File: src/include/wake_pkg.sv
// Package with constants and types of the wake input monitor
// Operation
// - Three wake inputs, each with own pull, filter mode and wake enable.
// - Rising and falling threshold crossings both produce an event.
// - Event raises interrupt in normal or stop, wakes in sleep or fail-safe.
// - Per input: static sensing always active, or cyclic sensing in timer window.
// - Filter starts on crossing; event only if level holds the whole interval.
// - Filter code 00 is static 16 us, 01 is static 64 us.
// - Code 10 cyclic on first timer, 11 on second timer, both 16 us.
// - Per-input wake enable bit; disabled inputs never wake the device.
// - Per-input wake source bit records which input woke the device.
// - Level status shows pin level in normal and stop, enabled or not.
// - In cyclic sensing level status holds the level of the last sample.
// - Alternate output pins as wake inputs: fixed 16 us, own status bits.
// - Pull code 00 off (reset default), 01 pull-down, 10 pull-up.
// - Pull code 11 switches pull-up on high level, pull-down on low level.
package wake_pkg;

  // ----------------------------------------------------------------------
  // Device operating modes
  // ----------------------------------------------------------------------
  typedef enum logic [1:0] {
    MODE_NORMAL,
    MODE_STOP,
    MODE_SLEEP,
    MODE_FAILSAFE
  } op_mode_e;

  // ----------------------------------------------------------------------
  // Sizes and field codes
  // ----------------------------------------------------------------------
  localparam int WAKE_NUM = 3;
  localparam int ALT_NUM = 2;
  localparam logic [1:0] PULL_OFF = 2'h0;
  localparam logic [1:0] PULL_DOWN = 2'h1;
  localparam logic [1:0] PULL_UP = 2'h2;
  localparam logic [1:0] PULL_AUTO = 2'h3;
  localparam logic [1:0] FLT_STATIC_SHORT = 2'h0;
  localparam logic [1:0] FLT_STATIC_LONG = 2'h1;
  localparam logic [1:0] FLT_CYCLIC_T1 = 2'h2;
  localparam logic [1:0] FLT_CYCLIC_T2 = 2'h3;

  // ----------------------------------------------------------------------
  // Timing: filter times in ns, counts rounded up at 25 MHz
  // ----------------------------------------------------------------------
  localparam int CLK_PERIOD_NS = 40;
  localparam int FILT_SHORT_NS = 16000;
  localparam int FILT_LONG_NS = 64000;
  localparam int FILT_CNT_W = 11;
  localparam logic [FILT_CNT_W-1:0] FILT_SHORT_CYC = FILT_CNT_W'(
    (FILT_SHORT_NS + CLK_PERIOD_NS - 1) / CLK_PERIOD_NS);
  localparam logic [FILT_CNT_W-1:0] FILT_LONG_CYC = FILT_CNT_W'(
    (FILT_LONG_NS + CLK_PERIOD_NS - 1) / CLK_PERIOD_NS);

endpackage

File: src/rtl/wake_edge_filter.sv
// Edge filter for one wake input: validates threshold crossings
`timescale 1ns/1ps
module wake_edge_filter #(
  parameter int CNT_W = wake_pkg::FILT_CNT_W
) (
  input wire logic clk_sys_i,
  input wire logic reset_n_i,
  input wire logic active_i,
  input wire logic level_i,
  input wire logic [CNT_W-1:0] limit_i,
  output logic event_o,
  output logic stable_o
);
  import wake_pkg::*;

  logic [CNT_W-1:0] cnt_q;
  logic [2:0] primed_q;

  // ----------------------------------------------------------------------
  // Filter counter and validated level
  // ----------------------------------------------------------------------
  // First three active cycles only adopt the pin level: the synchroniser
  // still shows its reset zeros for two of them, and a pin strapped high
  // at reset must not fake an event.
  always_ff @(posedge clk_sys_i or negedge reset_n_i) begin
    if (!reset_n_i) begin
      cnt_q <= '0;
      stable_o <= 1'b0;
      primed_q <= '0;
      event_o <= 1'b0;
    end else begin
      event_o <= 1'b0;
      if (!active_i) begin
        cnt_q <= '0;
      end else if (!primed_q[2]) begin
        primed_q <= {primed_q[1:0], 1'b1};
        stable_o <= level_i;
        cnt_q <= '0;
      end else if (level_i == stable_o) begin
        cnt_q <= '0;
      end else if (cnt_q == limit_i - CNT_W'(1)) begin
        stable_o <= level_i;
        event_o <= 1'b1;
        cnt_q <= '0;
      end else begin
        cnt_q <= cnt_q + CNT_W'(1);
      end
    end
  end
endmodule

File: src/rtl/wake_input_monitor.sv
// Wake input monitor: three wake inputs and two alternate wake pins
`timescale 1ns/1ps
module wake_input_monitor #(
  parameter int CNT_W = wake_pkg::FILT_CNT_W
) (
  input wire logic clk_sys_i,
  input wire logic reset_n_i,
  input wire wake_pkg::op_mode_e op_mode_i,
  input wire logic [wake_pkg::WAKE_NUM-1:0] wake_input_n_i,
  input wire logic [wake_pkg::ALT_NUM-1:0] alt_output_pins_i,
  input wire logic [wake_pkg::ALT_NUM-1:0] alt_wake_cfg_i,
  input wire logic [2*wake_pkg::WAKE_NUM-1:0] pull_source_control_i,
  input wire logic [2*wake_pkg::WAKE_NUM-1:0] filter_mode_control_i,
  input wire logic [wake_pkg::WAKE_NUM-1:0] wake_enable_control_i,
  input wire logic first_cycle_timer_on_i,
  input wire logic second_cycle_timer_on_i,
  input wire logic [wake_pkg::WAKE_NUM-1:0] wake_source_clear_i,
  input wire logic [wake_pkg::ALT_NUM-1:0] alt_wake_source_clear_i,
  output logic [wake_pkg::WAKE_NUM-1:0] wake_source_status_o,
  output logic [wake_pkg::ALT_NUM-1:0] alt_wake_source_status_o,
  output logic [wake_pkg::WAKE_NUM-1:0] input_level_status_o,
  output logic [wake_pkg::WAKE_NUM-1:0] pull_up_en_o,
  output logic [wake_pkg::WAKE_NUM-1:0] pull_down_en_o,
  output logic interrupt_o,
  output logic wake_up_o
);
  import wake_pkg::*;

  localparam int PIN_NUM = WAKE_NUM + ALT_NUM;

  // Narrower counters could not reach the long filter count
  if (CNT_W < FILT_CNT_W) begin : gen_bad_width
    $error("CNT_W too narrow for the long filter count");
  end

  // ----------------------------------------------------------------------
  // Filter code decoding
  // ----------------------------------------------------------------------
  function automatic logic [CNT_W-1:0] filt_limit(input logic [1:0] code);
    if (code == FLT_STATIC_LONG) begin
      filt_limit = CNT_W'(FILT_LONG_CYC);
    end else begin
      filt_limit = CNT_W'(FILT_SHORT_CYC);
    end
  endfunction

  function automatic logic is_cyclic(input logic [1:0] code);
    is_cyclic = code[1];
  endfunction

  // ----------------------------------------------------------------------
  // Pin synchronisers
  // ----------------------------------------------------------------------
  logic [PIN_NUM-1:0] pin_meta_q;
  logic [PIN_NUM-1:0] pin_sync_q;

  // Pins are asynchronous; only the second stage feeds the logic
  always_ff @(posedge clk_sys_i or negedge reset_n_i) begin
    if (!reset_n_i) begin
      pin_meta_q <= '0;
      pin_sync_q <= '0;
    end else begin
      pin_meta_q <= {alt_output_pins_i, wake_input_n_i};
      pin_sync_q <= pin_meta_q;
    end
  end

  // ----------------------------------------------------------------------
  // Timer window edges
  // ----------------------------------------------------------------------
  logic [1:0] timer_on_q;
  logic [1:0] timer_end;

  // Sample point is the end of each on-window
  always_ff @(posedge clk_sys_i or negedge reset_n_i) begin
    if (!reset_n_i) begin
      timer_on_q <= '0;
    end else begin
      timer_on_q <= {second_cycle_timer_on_i, first_cycle_timer_on_i};
    end
  end
  assign timer_end = timer_on_q &
    ~{second_cycle_timer_on_i, first_cycle_timer_on_i};

  // ----------------------------------------------------------------------
  // Per-input filters
  // ----------------------------------------------------------------------
  logic [PIN_NUM-1:0] pin_active;
  logic [PIN_NUM-1:0] pin_event;
  logic [PIN_NUM-1:0] pin_stable;
  logic [WAKE_NUM-1:0] wake_sample;
  logic [1:0] flt_code [WAKE_NUM];

  // Cyclic inputs listen only inside the window of their timer
  always_comb begin
    for (int i = 0; i < WAKE_NUM; i++) begin
      flt_code[i] = filter_mode_control_i[2*i +: 2];
      if (!is_cyclic(flt_code[i])) begin
        pin_active[i] = 1'b1;
        wake_sample[i] = 1'b0;
      end else if (flt_code[i] == FLT_CYCLIC_T1) begin
        pin_active[i] = first_cycle_timer_on_i;
        wake_sample[i] = timer_end[0];
      end else begin
        pin_active[i] = second_cycle_timer_on_i;
        wake_sample[i] = timer_end[1];
      end
    end
    for (int j = 0; j < ALT_NUM; j++) begin
      pin_active[WAKE_NUM+j] = alt_wake_cfg_i[j];
    end
  end

  for (genvar g = 0; g < PIN_NUM; g++) begin : gen_filter
    logic [CNT_W-1:0] limit;
    // Alternate pins always use the short static filter
    if (g < WAKE_NUM) begin : gen_wake
      assign limit = filt_limit(filter_mode_control_i[2*g +: 2]);
    end else begin : gen_alt
      assign limit = CNT_W'(FILT_SHORT_CYC);
    end
    wake_edge_filter #(
      .CNT_W(CNT_W)
    ) u_filter (
      .clk_sys_i(clk_sys_i),
      .reset_n_i(reset_n_i),
      .active_i(pin_active[g]),
      .level_i(pin_sync_q[g]),
      .limit_i(limit),
      .event_o(pin_event[g]),
      .stable_o(pin_stable[g])
    );
  end

  // ----------------------------------------------------------------------
  // Mode qualification
  // ----------------------------------------------------------------------
  logic active_mode;
  logic low_power_mode;
  logic [WAKE_NUM-1:0] wake_hit;
  logic [ALT_NUM-1:0] alt_hit;

  assign active_mode = (op_mode_i == MODE_NORMAL) ||
    (op_mode_i == MODE_STOP);
  assign low_power_mode = (op_mode_i == MODE_SLEEP) ||
    (op_mode_i == MODE_FAILSAFE);
  assign wake_hit = pin_event[WAKE_NUM-1:0] & wake_enable_control_i;
  assign alt_hit = pin_event[PIN_NUM-1:WAKE_NUM];

  // ----------------------------------------------------------------------
  // Interrupt and wake pulses
  // ----------------------------------------------------------------------
  // Interrupts are not gated by the wake enable, only wakes are
  always_ff @(posedge clk_sys_i or negedge reset_n_i) begin
    if (!reset_n_i) begin
      interrupt_o <= 1'b0;
      wake_up_o <= 1'b0;
    end else begin
      interrupt_o <= active_mode && (|pin_event);
      wake_up_o <= low_power_mode && ((|wake_hit) || (|alt_hit));
    end
  end

  // ----------------------------------------------------------------------
  // Sticky wake source status
  // ----------------------------------------------------------------------
  // A set in the clearing cycle wins, so no wake is lost
  always_ff @(posedge clk_sys_i or negedge reset_n_i) begin
    if (!reset_n_i) begin
      wake_source_status_o <= '0;
      alt_wake_source_status_o <= '0;
    end else begin
      wake_source_status_o <= (wake_source_status_o &
        ~wake_source_clear_i) | (wake_hit & {WAKE_NUM{low_power_mode}});
      alt_wake_source_status_o <= (alt_wake_source_status_o &
        ~alt_wake_source_clear_i) | alt_hit;
    end
  end
  // Only low-power wakes set wake_source_status_o; alternate pin events set theirs in any mode

  // ----------------------------------------------------------------------
  // Level status
  // ----------------------------------------------------------------------
  // Frozen outside normal and stop; cyclic inputs take the last sample
  always_ff @(posedge clk_sys_i or negedge reset_n_i) begin
    if (!reset_n_i) begin
      input_level_status_o <= '0;
    end else if (active_mode) begin
      for (int i = 0; i < WAKE_NUM; i++) begin
        if (!is_cyclic(flt_code[i])) begin
          input_level_status_o[i] <= pin_sync_q[i];
        end else if (wake_sample[i]) begin
          input_level_status_o[i] <= pin_sync_q[i];
        end
      end
    end
  end

  // ----------------------------------------------------------------------
  // Pull current sources
  // ----------------------------------------------------------------------
  // Automatic mode follows the validated level, so a glitch cannot flip it
  always_ff @(posedge clk_sys_i or negedge reset_n_i) begin
    if (!reset_n_i) begin
      pull_up_en_o <= '0;
      pull_down_en_o <= '0;
    end else begin
      for (int i = 0; i < WAKE_NUM; i++) begin
        case (pull_source_control_i[2*i +: 2])
          PULL_DOWN: begin
            pull_up_en_o[i] <= 1'b0;
            pull_down_en_o[i] <= 1'b1;
          end
          PULL_UP: begin
            pull_up_en_o[i] <= 1'b1;
            pull_down_en_o[i] <= 1'b0;
          end
          PULL_AUTO: begin
            pull_up_en_o[i] <= pin_stable[i];
            pull_down_en_o[i] <= ~pin_stable[i];
          end
          default: begin
            pull_up_en_o[i] <= 1'b0;
            pull_down_en_o[i] <= 1'b0;
          end
        endcase
      end
    end
  end
endmodule

File: config.mk
export PLATFORM = sky130hd
export DESIGN_NAME = wake_input_monitor
export DESIGN_NICKNAME = d
export VERILOG_FILES = /design/src/include/wake_pkg.sv /design/src/rtl/wake_edge_filter.sv /design/src/rtl/wake_input_monitor.sv
export SDC_FILE = /design/constraint.sdc
export NUM_CORES = 1
export LEC_CHECK = 0
export ABC_AREA = 1
export BUFFER_PORTS_ARGS = -buffer_cell sky130_fd_sc_hd__buf_4
export CORE_MARGIN = 2
export CORE_UTILIZATION = 32
export CTS_CLUSTER_DIAMETER = 150
export DETAILED_ROUTE_END_ITERATION = 12
export HOLD_SLACK_MARGIN = 0.06
export PLACE_DENSITY = 0.48
export RECOVER_POWER = 50
export SLEW_MARGIN = 20
export SYNTH_ARGS = -nofsm -noshare
export SYNTH_HDL_FRONTEND = slang
export SYNTH_SLANG_ARGS = --single-unit
File: constraint.sdc
create_clock -name clk_sys_i -period 1.9 [get_ports clk_sys_i]
set_clock_uncertainty 0.1 [all_clocks]
set_input_delay 0.38 -clock clk_sys_i [delete_from_list [all_inputs] [get_ports clk_sys_i]]
set_output_delay 0.38 -clock clk_sys_i [all_outputs]
set_load 0.01 [all_outputs]
==> summary.md <==
| Metric | Value |
|---|---|
| Wire per inst | `between 10 and 15 µm` |
| Kind of critical path | `primary input to flip-flop` |
| Overflow after GRT | `0` |
| Initial core utilization | `32.27%` |
| Required time of the critical path | `about 2.0 ns` |
| Initial antenna violation count | `0` |
| Pre-CTS setup slack | `roughly 0.2 ns` |
| Vias in the first global route | `3391` |
| Total track usage | `between 10 and 15%` |
| CTS H-tree lvls | `3` |
| Ys async rst share | `100.0%` |
| Max incr delay on CP | `roughly 0.54 ns` |
| Die W | `127.1 µm` |
| Worst hold path depth | `2` |
| Worst Hold End | `alt_wake_source_status_o[0]` |
| Post-detailed-route via-to-cell ratio | `4.464` |
| Max_cap viols | `0` |
| Crit path launch type | `primary input` |
| Share of cells above drive strength 1 | `between 10% and 20%` |
| Die height | `about 130 µm` |
| ANT nets after route | `0` |
| Slew @ Worst Pin | `roughly 1.0 ns` |
| Tightest Hold Check Type | `primary input to flip-flop` |
| Root Driver | `clkbuf_16` |
| Clock buffer count from CTS | `9` |
| P_leak | `approximately 2.7 nW` |
| Die area | `about 16000 µm²` |
| Reg-to-Reg End | `gen_filter[3].u_filter.cnt_q[2]` |
| Count leader, synth | `nand2_1` |
| Clk Latency, worst-skew pair | `about 0.34 ns` |
| DRC viols | `0` |
| CP max stage cell | `dlygate4sd3_1` |
| Routability cong. | `0.7840` |
| Synth warn | `0` |
| Post-synth top area share | `between 50% and 60%` |
| XOR/XNOR Fraction of Synth Area | `5.236%` |
| Area fraction in compound gates after synthesis | `approximately 4.2%` |
| Number of flops mapped to enable cells by yosys | `0` |
| Routed WL | `9128 µm` |
| Final setup viols | `0` |
| Gate Count Post-Synth | `between 500 and 600` |
| CTS tree | `yes` |
| Clock tree buffer depth | `2` |
| Mapped Area | `4851 µm²` |
| Worst Path Max Fanout | `4` |
| Syn_area_per_cell | `~8.9 µm²` |
| Nets@finish | `approximately 650` |
| Synth top area cells | `dfrtp_1 56%, nand2_1 11%, nor2_1 6.6%, inv_1 5.0%, xor2_1 4.3%` |
| Post-synth net total | `between 500 and 600` |
| Pwr Total | `around 4.5 mW` |
| Design area | `about 5800 µm²` |
| Min-delay src | `alt_wake_source_clear_i[0]` |
| Router iterations before antenna repair | `4` |
| HPWL after DPL | `~6500 µm` |
| Peak supply drop | `around 0.00047 V` |
| Io pins | `between 40 and 50` |
| PD cells | `a little under 800 nW/µm²` |
| Endpoints failing hold | `0` |
| Mux cell area share after synthesis | `0%` |
| Global-route wire length before repair | `between 15000 and 20000 µm` |
| Register area share after synthesis | `55.71%` |
| Critical Path AT | `roughly 2 ns` |
| Crit Reg-Reg Startpoint | `gen_filter[3].u_filter.cnt_q[0]` |
| Post-route setup TNS | `0 ns` |
| Post-synth cell types | `33` |
| Crit end category | `flip-flop` |
| # diodes | `0` |
| Critical path, cell by cell | `dlygate4sd3_1 > buf_4 > inv_1 > o211ai_1 > nand2_1 > nand2_1 > nand2_1 > nand2_1 > nand2_1` |
| Fin. max-slew vios | `0` |
| Primary FF master, synth | `dfrtp_1` |
| Site Rows | `45` |
| Via Count | `3576` |
| Fin worst setup slack | `a little under 0.05 ns` |
| Status | `finished, final reports clean` |
| Reg2reg path depth | `6` |
| Top cell family by delay on the critical path | `buffers and inverters` |
| RSZ-0062 raised after global routing | `true` |
| R2R setup slack | `between 0.2 and 0.25 ns` |
| Max Freq | `around 540 MHz` |
| Area delta synth->final | `19.37%` |
| Synth area leader | `dfrtp_1` |
| Core footprint | `~15000 µm²` |
| Worst-path clk slew | `0.07 ns` |
| Most Frequent Cell on Critical Path | `nand2_1` |
| Port buffer count | `47` |
| Commonest cells in the synthesized netlist | `139 x nand2_1, 108 x dfrtp_1, 85 x nor2_1` |
| Min cycle time layout | `1.851 ns` |
| Relative slew slack | `about a third` |
| Post-DP Area | `between 5000 and 6000 µm²` |
| CTS sink cnt | `roughly 110` |
| Buf/Inv on CP | `3` |
| Fraction of the mapped netlist area in simple logic gates | `a little over a quarter` |
| Largest net degree at the start of global routing | `109` |
| #FFs+latches synth | `~110` |
| Final worst-path cycle share | `between 90% and 100%` |
| Initial drt markers | `176` |
| Synth Area in Adders | `1.290%` |
| Largest family of logic cells by synthesized area | `simple AND/OR/NAND/NOR gates` |
[cells by family (layout without fill, tap and decap cells)]
family	count (synthesis)	count (layout)
and+or+nand+nor	298	298
DFF	108	108
buffers and inverters	72	139
adders and majority gates	5	5
xor gates and xnor gates	29	29
AOI/OAI and AO/OA	34	34
[what timing repair did]
action                                 4_1_cts  5_1_grt
gates resized for setup                      0        1
hold buffers                                 7        0
endpoints found under the hold margin      114        0
buffers inserted                             0        1
setup endpoints to repair                    0       24
[area by class of cell]
cell class / count / area (µm²)
well taps: 188 / 235.2
fillers: 1494 / 9243
repair buffers: 57 / 445.4
inverters: 66 / 247.7
flip-flops and latches: 108 / 2703
clock inverters: 3 / 46.29
clock buffers: 13 / 250.2
multi-input cells: 366 / 1863
[sequential cells by signal, summed over array words and instances (netlist names)]
register,flops
gen_filter.u_filter.cnt_q,55
interrupt_o,1
pull_up_en_o,3
gen_filter.u_filter.primed_q,15
input_level_status_o,3
pin_meta_q,5
timer_on_q,2
pin_sync_q,5
pull_down_en_o,3
gen_filter.u_filter.event_o,5
wake_source_status_o,3
wake_up_o,1
alt_wake_source_status_o,2
gen_filter.u_filter.stable_o,5
[per-layer routing]
metal | global-route usage, % | wire (µm)
met4 | 3.491 | 90
met1 | 15.82 | 4458
met5 | 0 | 0
met2 | 19.58 | 4286
met3 | 4.146 | 292
[per-stage QoR]
stage	hold WS [ns]	instances	util (%)
finish	0.1143	801	38.52
global route	0.09637	801	38.52
CTS	0.06060	800	38.49
detailed placement	0.2347	777	36.05
global placement	0.2318	777	36.05
floorplan	-0.01559	546	-
[layout by cell type, fill, tap and decap left out, types with 2 or more instances in the layout]
cell             n
nand4_1          6
nor3_1          13
nand3_2          7
buf_4           41
clkbuf_1         4
clkbuf_4         7
inv_1           65
nand2_2          2
a21oi_1          5
a31oi_1          3
o22ai_1          3
nand3b_1         2
ha_1             5
dlygate4sd3_1    7
nor3b_1          7
clkbuf_16        9
nand3_1         24
nand2_1        139
nor3_2           3
nor2_4           3
o21a_1           2
xor2_1          24
dfrtp_1        108
nor2_1          85
o21ai_0         13
o211ai_1         6
xnor2_1          5
and3_1           2
[report_power, final]
part	internal, mW	switching [mW]	leakage (nW)
Sequential	2.34	0.0287	1.41
Combinational	0.112	0.152	1.14
Clock	1.06	0.814	0.140
Total	3.52	0.995	2.69
[how the worst max path moves through the flow]
stage	end	slack (ns)	from	cells past startpoint
floorplan	gen_filter[2].u_filter.cnt_q[7]	0.50	gen_filter[2].u_filter.cnt_q[0]	7
global placement	gen_filter[3].u_filter.cnt_q[2]	0.26	gen_filter[3].u_filter.cnt_q[0]	6
detailed placement	gen_filter[2].u_filter.cnt_q[7]	0.20	gen_filter[2].u_filter.cnt_q[0]	6
CTS	gen_filter[2].u_filter.cnt_q[7]	0.05	first_cycle_timer_on_i	6
global route	gen_filter[2].u_filter.cnt_q[7]	-0.08	first_cycle_timer_on_i	6
finish	gen_filter[0].u_filter.stable_o	0.05	first_cycle_timer_on_i	9
(Power assumes the default switching activity.)
